[src/common/ssexs_pkg.sv]
package ssexs_pkg;
  // register byte offsets on the axi4-lite bus
  localparam logic [7:0] SYSTEM_CONTROL_REG_OFS = 8'h00;
  localparam logic [7:0] CLOCK_DIVIDE_REG_OFS = 8'h04;
  localparam logic [7:0] CONTROL_OFS = 8'h08;
  localparam logic [7:0] STATUS_OFS = 8'h0c;
  // system control register fields
  localparam int STANDBY_SELECT_BIT = 7;
  localparam int STS_LSB = 4;
  localparam int NMI_EDGE_SELECT_BIT = 3;
  localparam logic [7:0] SYSTEM_CONTROL_REG_RESET = 8'h0b;
  // clock divide register fields
  localparam int DIV_LSB = 0;
  localparam logic [1:0] CLOCK_DIVIDE_REG_RESET = 2'h0;
  // control register fields
  localparam int LINE0_EN_BIT = 0;
  localparam int LINE1_EN_BIT = 1;
  localparam int LINE0_MASK_BIT = 2;
  localparam int LINE1_MASK_BIT = 3;
  localparam int SLEEP_BIT = 8;
  localparam logic [3:0] CTRL_RESET = 4'h0;
  // settle counter width: 21 bits, though the largest count, 131072, needs only 18
  localparam int CNT_W = 21;
  localparam logic [CNT_W-1:0] SETTLE_8K = 21'h002000;
  localparam logic [CNT_W-1:0] SETTLE_16K = 21'h004000;
  localparam logic [CNT_W-1:0] SETTLE_32K = 21'h008000;
  localparam logic [CNT_W-1:0] SETTLE_64K = 21'h010000;
  localparam logic [CNT_W-1:0] SETTLE_128K = 21'h020000;
  localparam logic [CNT_W-1:0] SETTLE_1K = 21'h000400;
  // power states, one-hot
  typedef enum logic [4:0] {
    SSEXS_RUN = 5'h01,
    SSEXS_STANDBY = 5'h02,
    SSEXS_SETTLE = 5'h04,
    SSEXS_RESET = 5'h08,
    SSEXS_HWSTBY = 5'h10
  } ssexs_state_t;
  // wake source pins after synchronising
  typedef struct packed {
    logic nmi;
    logic req0_n;
    logic req1_n;
    logic reset_n;
    logic hwstby_n;
  } ssexs_pins_t;
endpackage

[src/hw/ssexs_top.sv]
// Decided for this implementation: the AXI4-Lite interface to the registers and the placing of the registers.
module ssexs_top (
  input wire logic aclk,
  input wire logic aresetn,
  input wire logic [3:0] awaddr,
  input wire logic awvalid,
  output logic awready,
  input wire logic [31:0] wdata,
  input wire logic [3:0] wstrb,
  input wire logic wvalid,
  output logic wready,
  output logic [1:0] bresp,
  output logic bvalid,
  input wire logic bready,
  input wire logic [3:0] araddr,
  input wire logic arvalid,
  output logic arready,
  output logic [31:0] rdata,
  output logic [1:0] rresp,
  output logic rvalid,
  input wire logic rready,
  input wire logic nmi_pin,
  input wire logic ext_req_line0,
  input wire logic ext_req_line1,
  input wire logic reset_pin_n,
  input wire logic hw_standby_pin_n,
  output logic osc_run,
  output logic clk_gate_open,
  output logic standby_active,
  output logic hw_standby,
  output logic irq_exc_start,
  output logic reset_exc_start,
  output logic cpu_reset
);
  // two-flop synchronisers for all pins
  ssexs_pkg::ssexs_pins_t pin_s1_q;
  ssexs_pkg::ssexs_pins_t pin_s2_q;
  logic nmi_prev_q; // previous synced nmi for edge detect
  // registers
  // standby select, settle select and nmi edge select live here
  logic [7:0] system_control_reg_q;
  // divider setting, scales the settle wait
  logic [1:0] clock_divide_reg_q;
  // request line enables and cpu masks
  logic [3:0] ctrl_q;
  // one-hot power state
  ssexs_pkg::ssexs_state_t state_q;
  // states left in the settle wait
  logic [ssexs_pkg::CNT_W-1:0] cnt_q;
  logic [2:0] pre_q; // divided clock prescaler
  // bus handshake state
  // address taken, waiting for data
  logic aw_hold_q;
  // data taken, waiting for address
  logic w_hold_q;
  logic [3:0] aw_addr_q;
  logic [31:0] w_data_q;
  logic [3:0] w_strb_q;
  // one-cycle sleep strobe
  logic sleep_req;

  // decode settle select to a count of states
  // the divider is applied by the prescaler, not here
  function automatic logic [ssexs_pkg::CNT_W-1:0] settle_count(input logic [2:0] sel);
    unique case (sel)
      3'h0: settle_count = ssexs_pkg::SETTLE_8K;
      3'h1: settle_count = ssexs_pkg::SETTLE_16K;
      3'h2: settle_count = ssexs_pkg::SETTLE_32K;
      3'h3: settle_count = ssexs_pkg::SETTLE_64K;
      3'h4: settle_count = ssexs_pkg::SETTLE_128K;
      3'h5: settle_count = ssexs_pkg::SETTLE_1K;
      // illegal codes fall back to the longest wait, the safe side
      default: settle_count = ssexs_pkg::SETTLE_128K;
    endcase
  endfunction

  // pin synchronisers
  // idle level is high on every pin, so no false nmi edge after reset
  always_ff @(posedge aclk) begin
    if (!aresetn) begin
      pin_s1_q <= '{nmi: 1'b1, req0_n: 1'b1, req1_n: 1'b1, reset_n: 1'b1, hwstby_n: 1'b1};
      pin_s2_q <= '{nmi: 1'b1, req0_n: 1'b1, req1_n: 1'b1, reset_n: 1'b1, hwstby_n: 1'b1};
      nmi_prev_q <= 1'b1;
    end else begin
      pin_s1_q <= '{nmi: nmi_pin, req0_n: ext_req_line0, req1_n: ext_req_line1,
                    reset_n: reset_pin_n, hwstby_n: hw_standby_pin_n};
      pin_s2_q <= pin_s1_q;
      nmi_prev_q <= pin_s2_q.nmi;
    end
  end

  // wake qualification
  logic nmi_edge;
  logic req_wake;
  logic write_fire;
  logic settle_done;
  always_comb begin
    // falling when edge select is 0, rising when 1
    nmi_edge = system_control_reg_q[ssexs_pkg::NMI_EDGE_SELECT_BIT]
               ? (pin_s2_q.nmi && !nmi_prev_q)
               : (!pin_s2_q.nmi && nmi_prev_q);
    // enabled and unmasked request lines only
    req_wake = (!pin_s2_q.req0_n && ctrl_q[ssexs_pkg::LINE0_EN_BIT]
                && !ctrl_q[ssexs_pkg::LINE0_MASK_BIT])
            || (!pin_s2_q.req1_n && ctrl_q[ssexs_pkg::LINE1_EN_BIT]
                && !ctrl_q[ssexs_pkg::LINE1_MASK_BIT]);
    // last settle cycle, with no reset or standby pin pulling elsewhere
    settle_done = state_q == ssexs_pkg::SSEXS_SETTLE && cnt_q == '0
                  && pin_s2_q.reset_n && pin_s2_q.hwstby_n;
  end

  // write channel: take address and data in any order
  // response waits until both halves are held
  assign write_fire = aw_hold_q && w_hold_q && !bvalid;
  always_ff @(posedge aclk) begin
    if (!aresetn) begin
      awready <= 1'b0;
      wready <= 1'b0;
      aw_hold_q <= 1'b0;
      w_hold_q <= 1'b0;
      aw_addr_q <= 4'h0;
      w_data_q <= 32'h0;
      w_strb_q <= 4'h0;
      bvalid <= 1'b0;
      bresp <= 2'h0;
    end else begin
      // each ready pulses one cycle after its valid is seen
      awready <= !aw_hold_q && awvalid && !awready;
      wready <= !w_hold_q && wvalid && !wready;
      if (awvalid && awready) begin
        aw_hold_q <= 1'b1;
        aw_addr_q <= awaddr;
      end
      if (wvalid && wready) begin
        w_hold_q <= 1'b1;
        w_data_q <= wdata;
        w_strb_q <= wstrb;
      end
      if (write_fire) begin
        aw_hold_q <= 1'b0;
        w_hold_q <= 1'b0;
        bvalid <= 1'b1;
        // status is read-only; it and unmapped offsets get slverr
        bresp <= (aw_addr_q == ssexs_pkg::SYSTEM_CONTROL_REG_OFS[3:0]
                  || aw_addr_q == ssexs_pkg::CLOCK_DIVIDE_REG_OFS[3:0]
                  || aw_addr_q == ssexs_pkg::CONTROL_OFS[3:0]) ? 2'h0 : 2'h2;
      end else if (bvalid && bready) begin
        bvalid <= 1'b0;
      end
    end
  end

  // sleep instruction strobe from the control register
  assign sleep_req = write_fire && aw_addr_q == ssexs_pkg::CONTROL_OFS[3:0]
                     && w_strb_q[1] && w_data_q[ssexs_pkg::SLEEP_BIT];

  // configuration registers, byte lane 0 only
  always_ff @(posedge aclk) begin
    if (!aresetn) begin
      system_control_reg_q <= ssexs_pkg::SYSTEM_CONTROL_REG_RESET;
      clock_divide_reg_q <= ssexs_pkg::CLOCK_DIVIDE_REG_RESET;
      ctrl_q <= ssexs_pkg::CTRL_RESET;
    end else if (write_fire && w_strb_q[0]) begin
      // the sleep strobe rides on byte lane 1 and is not stored here
      // standby select stays set after an interrupt wake; only a write or aresetn clears it
      if (aw_addr_q == ssexs_pkg::SYSTEM_CONTROL_REG_OFS[3:0]) begin
        system_control_reg_q <= w_data_q[7:0];
      end
      if (aw_addr_q == ssexs_pkg::CLOCK_DIVIDE_REG_OFS[3:0]) begin
        clock_divide_reg_q <= w_data_q[ssexs_pkg::DIV_LSB +: 2];
      end
      if (aw_addr_q == ssexs_pkg::CONTROL_OFS[3:0]) begin
        ctrl_q <= w_data_q[3:0];
      end
    end
  end

  // read channel, one cycle after address taken
  always_ff @(posedge aclk) begin
    if (!aresetn) begin
      arready <= 1'b0;
      rvalid <= 1'b0;
      rdata <= 32'h0;
      rresp <= 2'h0;
    end else begin
      arready <= arvalid && !arready && !rvalid;
      if (arvalid && arready) begin
        rvalid <= 1'b1;
        rresp <= 2'h0;
        // araddr is still held by the master at this edge
        unique case (araddr)
          ssexs_pkg::SYSTEM_CONTROL_REG_OFS[3:0]: rdata <= {24'h0, system_control_reg_q};
          ssexs_pkg::CLOCK_DIVIDE_REG_OFS[3:0]: rdata <= {30'h0, clock_divide_reg_q};
          ssexs_pkg::CONTROL_OFS[3:0]: rdata <= {28'h0, ctrl_q};
          ssexs_pkg::STATUS_OFS[3:0]: rdata <= {27'h0, state_q};
          default: begin
            rdata <= 32'h0;
            rresp <= 2'h2; // unmapped
          end
        endcase
      end else if (rvalid && rready) begin
        rvalid <= 1'b0;
      end
    end
  end

  // power state machine; hw-standby pin has top priority
  always_ff @(posedge aclk) begin
    if (!aresetn) begin
      state_q <= ssexs_pkg::SSEXS_RUN;
    end else if (!pin_s2_q.hwstby_n) begin
      state_q <= ssexs_pkg::SSEXS_HWSTBY;
    end else begin
      unique case (state_q)
        ssexs_pkg::SSEXS_RUN: begin
          // sleep with standby select set halts everything
          if (sleep_req && system_control_reg_q[ssexs_pkg::STANDBY_SELECT_BIT]) begin
            state_q <= ssexs_pkg::SSEXS_STANDBY;
          end
        end
        ssexs_pkg::SSEXS_STANDBY: begin
          // only these sources wake; reset beats interrupt
          if (!pin_s2_q.reset_n) begin
            state_q <= ssexs_pkg::SSEXS_RESET;
          end else if (nmi_edge || req_wake) begin
            state_q <= ssexs_pkg::SSEXS_SETTLE;
          end
        end
        ssexs_pkg::SSEXS_SETTLE: begin
          // reset pin cuts the settle wait short
          if (!pin_s2_q.reset_n) begin
            state_q <= ssexs_pkg::SSEXS_RESET;
          end else if (cnt_q == '0) begin
            state_q <= ssexs_pkg::SSEXS_RUN;
          end
        end
        ssexs_pkg::SSEXS_RESET: begin
          // external driver holds the pin for settling
          if (pin_s2_q.reset_n) begin
            state_q <= ssexs_pkg::SSEXS_RUN;
          end
        end
        ssexs_pkg::SSEXS_HWSTBY: begin
          // leaves only through a reset pin cycle
          if (!pin_s2_q.reset_n) begin
            state_q <= ssexs_pkg::SSEXS_RESET;
          end
        end
        // a broken one-hot code recovers to run
        default: state_q <= ssexs_pkg::SSEXS_RUN;
      endcase
    end
  end

  // settle counter: loaded at wake, one step per divided clock
  always_ff @(posedge aclk) begin
    if (!aresetn) begin
      cnt_q <= '0;
      pre_q <= 3'h0;
    end else if (state_q == ssexs_pkg::SSEXS_STANDBY) begin
      // kept loaded all through standby, so the wake starts from the full count
      cnt_q <= settle_count(system_control_reg_q[ssexs_pkg::STS_LSB +: 3]);
      pre_q <= 3'h0;
    end else if (state_q == ssexs_pkg::SSEXS_SETTLE && cnt_q != '0) begin
      // divider n gives one step every 2**n system clocks
      // a 3-bit prescaler is enough for the largest divider of 8
      if (pre_q == ((3'h1 << clock_divide_reg_q) - 3'h1)) begin
        pre_q <= 3'h0;
        cnt_q <= cnt_q - 1'b1;
      end else begin
        pre_q <= pre_q + 3'h1;
      end
    end
  end

  // outputs, all registered from the state, the settle count and the synced pins
  always_ff @(posedge aclk) begin
    if (!aresetn) begin
      osc_run <= 1'b1;
      clk_gate_open <= 1'b1;
      standby_active <= 1'b0;
      hw_standby <= 1'b0;
      irq_exc_start <= 1'b0;
      reset_exc_start <= 1'b0;
      cpu_reset <= 1'b0;
    end else begin
      // oscillator stops only while fully halted
      osc_run <= state_q != ssexs_pkg::SSEXS_STANDBY && state_q != ssexs_pkg::SSEXS_HWSTBY;
      // gated during settling; opens with the handling pulse, at once on reset wake
      clk_gate_open <= state_q == ssexs_pkg::SSEXS_RUN || settle_done
                    || state_q == ssexs_pkg::SSEXS_RESET;
      // the last settle cycle already counts as awake
      standby_active <= state_q == ssexs_pkg::SSEXS_STANDBY
                     || (state_q == ssexs_pkg::SSEXS_SETTLE && !settle_done);
      hw_standby <= state_q == ssexs_pkg::SSEXS_HWSTBY;
      // cpu stays in reset in both reset and hardware standby
      cpu_reset <= state_q == ssexs_pkg::SSEXS_RESET || state_q == ssexs_pkg::SSEXS_HWSTBY;
      // handling pulses last one cycle
      irq_exc_start <= settle_done;
      reset_exc_start <= state_q == ssexs_pkg::SSEXS_RESET && pin_s2_q.reset_n
                      && pin_s2_q.hwstby_n;
    end
  end
endmodule

[config.mk]
export PLATFORM = sky130hd
export DESIGN_NAME = ssexs_top
export DESIGN_NICKNAME = d
export VERILOG_FILES = /design/src/common/ssexs_pkg.sv /design/src/hw/ssexs_top.sv
export SDC_FILE = /design/constraint.sdc
export NUM_CORES = 1
export LEC_CHECK = 0
export ABC_AREA = 1
export BUFFER_PORTS_ARGS = -buffer_cell sky130_fd_sc_hd__buf_4
export CORE_MARGIN = 2
export CORE_UTILIZATION = 45
export CTS_CLUSTER_SIZE = 25
export DETAILED_ROUTE_END_ITERATION = 7
export PLACE_DENSITY_LB_ADDON = 0.25
export REMOVE_ABC_BUFFERS = 1
export SYNTH_ARGS = -nofsm -noshare
export SYNTH_HDL_FRONTEND = slang
export SYNTH_SLANG_ARGS = --single-unit
[constraint.sdc]
create_clock -name aclk -period 2.7 [get_ports aclk]
set_clock_uncertainty 0.15 [all_clocks]
set_input_delay 0.54 -clock aclk [delete_from_list [all_inputs] [get_ports aclk]]
set_output_delay 0.54 -clock aclk [all_outputs]
set_load 0.03 [all_outputs]
==> results.tsv <==
stage	metric	value	unit
timing	count of final max-slew check failures	0	
floorplan	total die area	0.01062	mm^2
job	number of maximum-capacitance violations	0	
pwr	Max rail drop VDD	0.4220	mV
global_route	wire length of the first global-routing pass	16030	um
clocking	# hold bufs at CTS	0	
route	remaining number of nets flagged by the antenna check after routing	0	
yosys	Primary FF master, synth	dfxtp_1	
place	routability congestion estimate from global placement	0.8640	
clocking	number of levels in the clock H-tree	3	
clocking	total CTS buffers	9	
route	Iter 0 DRT Violations	138	
route	Detailed Routing Iterations Pass 1	6	
worst_setup_path	critical-path maximum fanout	15	
clocking	maximum clock insertion buffer count	2	
clocking	worst skew pair latency	380	ps
cells_and_area	# nets final	723	
yosys	post-synthesis sequential element count	93	
cells_and_area	end-of-flow core utilization	52.12	%
worst_setup_path	Req. time, crit path	2870	ps
global_route	number of antenna violations at the first check in global routing	0	
timing	Worst Hold Margin	194.3	ps
timing	share of the cycle needed by the critical path after routing	73.20	%
route	Routed Wire Length	9771	um
yosys	fraction of registers with async set or reset after synthesis	0	%
yosys	Post-synth EDFFs	0	
yosys	simple-gate area share of the yosys netlist	32.53	%
floorplan	effective utilization at floorplan	45.81	%
clocking	number of sinks handled by clock tree synthesis	93	
timing	final setup vio count	0	
clocking	CTS clock-pin slew for the worst setup and hold paths	90	ps
worst_hold_path	type of the worst min-delay path	input port to flip-flop	
cells_and_area	layout cells sized above 1	16.14	%
route	DRC viols	0	
worst_setup_path	startpoint type of the worst setup path	flip-flop	
floorplan	die width	103.1	um
global_route	sum of overflow across all layers after global routing	0	
yosys	mux cell area share after synthesis	0	%
global_route	number of global-route vias before repair	3569	
clocking	Resized Gates After CTS	0	
floorplan	site row count	36	
yosys	synthesized-area fraction occupied by xor and xnor cells	0.7934	%
clocking	clock tree root buffer cell	clkbuf_8	
yosys	post-synthesis compound-gate area fraction	13.01	%
worst_setup_path	cells on worst reg2reg path	9	
worst_setup_path	capturing element type of the critical path	flip-flop	
yosys	Synth Area in Adders	0.8501	%
cells_and_area	Area growth syn-to-layout	13.77	%
cells_and_area	number of antenna cells inserted	0	
clocking	count of buffers added by post-CTS timing repair for setup	0	
timing	FMAX	505.9	MHz
floorplan	ports placed on the boundary	104	
worst_hold_path	instance count along the most critical hold path	2	
route	total via count in the routed design	3982	
place	half-perimeter wire length of the detailed placement result	7065	um
route	via count normalized by instance count	4.965	
yosys	register area share after synthesis	42.16	%
clocking	CTS tree	done	
timing	setup repair after global routing missed its margin	false	
floorplan	chip height	103.1	um
place	Port Buffer Count	52	
pwr	LEAKAGE	0.002286	uW
global_route	all-layer global routing usage	19.35	%
yosys	YS warnings	0	
yosys	dominant combinational cell family by area after synthesis	simple AND/OR/NAND/NOR gates	
floorplan	Core Footprint	0.009639	mm^2
pwr	power per standard cell area	828.7	mW/mm^2
global_route	maximum number of pins on one net before global-route repair	48	
yosys	average cell area after synthesis	7.180	um^2
worst_setup_path	Arrival @ worst endpoint	2140	ps
yosys	post-synthesis instance area	0.004415	mm^2
yosys	Syn Inst Count	615	
outcome	status	finished clean	
yosys	Cell variety after synth	40	
timing	Final Hold Viols	0	
route	wire length per cell	12.18	um
timing	total negative slack for setup checks	0	ps
worst_setup_path	critical path start-end classification	flip-flop to flip-flop	
timing	minimum clock period	1977	ps
layout make-up:
| cell class | count | area, um^2 |
|---|---|---|
| Clock buffer | 10 | 127.6 |
| Clock inverter | 6 | 71.32 |
| Fill cell | 970 | 4616 |
| Inverter | 54 | 202.7 |
| Multi-Input combinational cell | 451 | 2181 |
| Sequential cell | 93 | 1862 |
| Tap cell | 133 | 166.4 |
| Timing Repair Buffer | 55 | 412.9 |
layout by cell type (no fill, tap or decap), types with 2 or more instances in the layout:
master    Yosys  final
buf_4        26     55
inv_2         4      4
nand4_1      21     21
nand3b_1      4      4
nand2_1     110    110
clkbuf_8      0      9
a21oi_2       9      9
nand3_1      29     29
nor2_1      104    104
o21ai_0      39     39
o22ai_1       3      3
ha_1          3      3
and3_1        2      2
dfxtp_1      93     93
or2_2        15     15
o221ai_1      2      2
nor3_1       17     17
xor2_1        3      3
o21bai_1      4      4
a21oi_1      38     38
conb_1        1     26
inv_1        50     50
nor2_4        3      3
nand2_4       2      2
o21ai_1       4      4
nand2_2       2      2
sequential cells by signal, summed over array words and instances (netlist names), 2 cells and up:
signal,flops
aw_addr_q,4
w_data_q,9
pre_q,3
state_q,5
rdata,8
ctrl_q,4
cnt_q,21
pin_s2_q,5
clock_divide_reg_q,2
system_control_reg_q,8
w_strb_q,2
pin_s1_q,5
through the flow:
| step | total power, uW | setup WS, ps | area (um^2) | instances |
|---|---|---|---|---|
| 5_1_grt | 4479 | 549.1 | 5024 | 802 |
| 3_5_place_dp | 3225 | 741.2 | 4825 | 786 |
| 3_3_place_gp | 3177 | 767.2 | 4825 | 786 |
| 2_1_floorplan | 2853 | 607.8 | 4245 | 598 |
| 6_report | 4163 | 723.5 | 5024 | 802 |
| 4_1_cts | 4181 | 714.0 | 5024 | 802 |
synth_stat cells, types with 2 or more instances:
cell / number / share of area [%]
a21oi_1: 38 / 4.3
a21oi_2: 9 / 1.8
and3_1: 2 / 0.28
buf_4: 26 / 4.4
clkbuf_1: 13 / 1.1
dfxtp_1: 93 / 42
ha_1: 3 / 0.85
inv_1: 50 / 4.3
inv_2: 4 / 0.34
nand2_1: 110 / 9.4
nand2_2: 2 / 0.28
nand2_4: 2 / 0.51
nand3_1: 29 / 3.3
nand3b_1: 4 / 0.68
nand4_1: 21 / 3.0
nor2_1: 104 / 8.8
nor2_4: 3 / 0.77
nor3_1: 17 / 1.9
o21ai_0: 39 / 4.4
o21ai_1: 4 / 0.45
o21bai_1: 4 / 0.68
o221ai_1: 2 / 0.40
o22ai_1: 3 / 0.43
or2_2: 15 / 2.1
xor2_1: 3 / 0.60
critical path, cell delays in order (launching register included):
cell and delay [ps]:
dfxtp_1 360, nor2_1 270, nand2_2 130, nor2_4 150, nand3_2 130, nand2_4 140, nor2_4 110, nor2_8 220
nand2_1 100, a21oi_2 140
cell families (layout without fill, tap and decap cells):
family,count (synthesis),in the layout
AND/OR/NAND/NOR,316,316
AO/OA/AOI/OAI,102,102
buffers and inverters,96,125
flip-flops,93,93
XOR/XNOR,4,4
adder cells (fa/ha/maj),3,3
other,1,26
path summary, 6_finish.rpt:
check                start          end  slack [ps]
min          ext_req_line1  pin_s1_q[2]         190
max reg2reg       cnt_q[8]    cnt_q[12]         720
max               cnt_q[8]    cnt_q[12]         720
min reg2reg    pin_s1_q[4]  pin_s2_q[4]         260
power by group:
| part | internal, uW | total (uW) | switching, uW | leakage (uW) |
|---|---|---|---|---|
| Sequential | 1480 | 1590 | 102 | 0.000756 |
| Combinational | 586 | 1620 | 1030 | 0.00143 |
| Clock | 438 | 957 | 519 | 0.0000988 |
| Total | 2510 | 4160 | 1650 | 0.00229 |
metal layers:
| layer | track usage [%] | routed length (um) |
|---|---|---|
| met4 | 5.769 | 127 |
| met2 | 32.52 | 4468 |
| met1 | 24.30 | 4743 |
| met5 | 0 | 0 |
| met3 | 5.288 | 431 |
No activity file was read; power rests on OpenSTA's default activity.
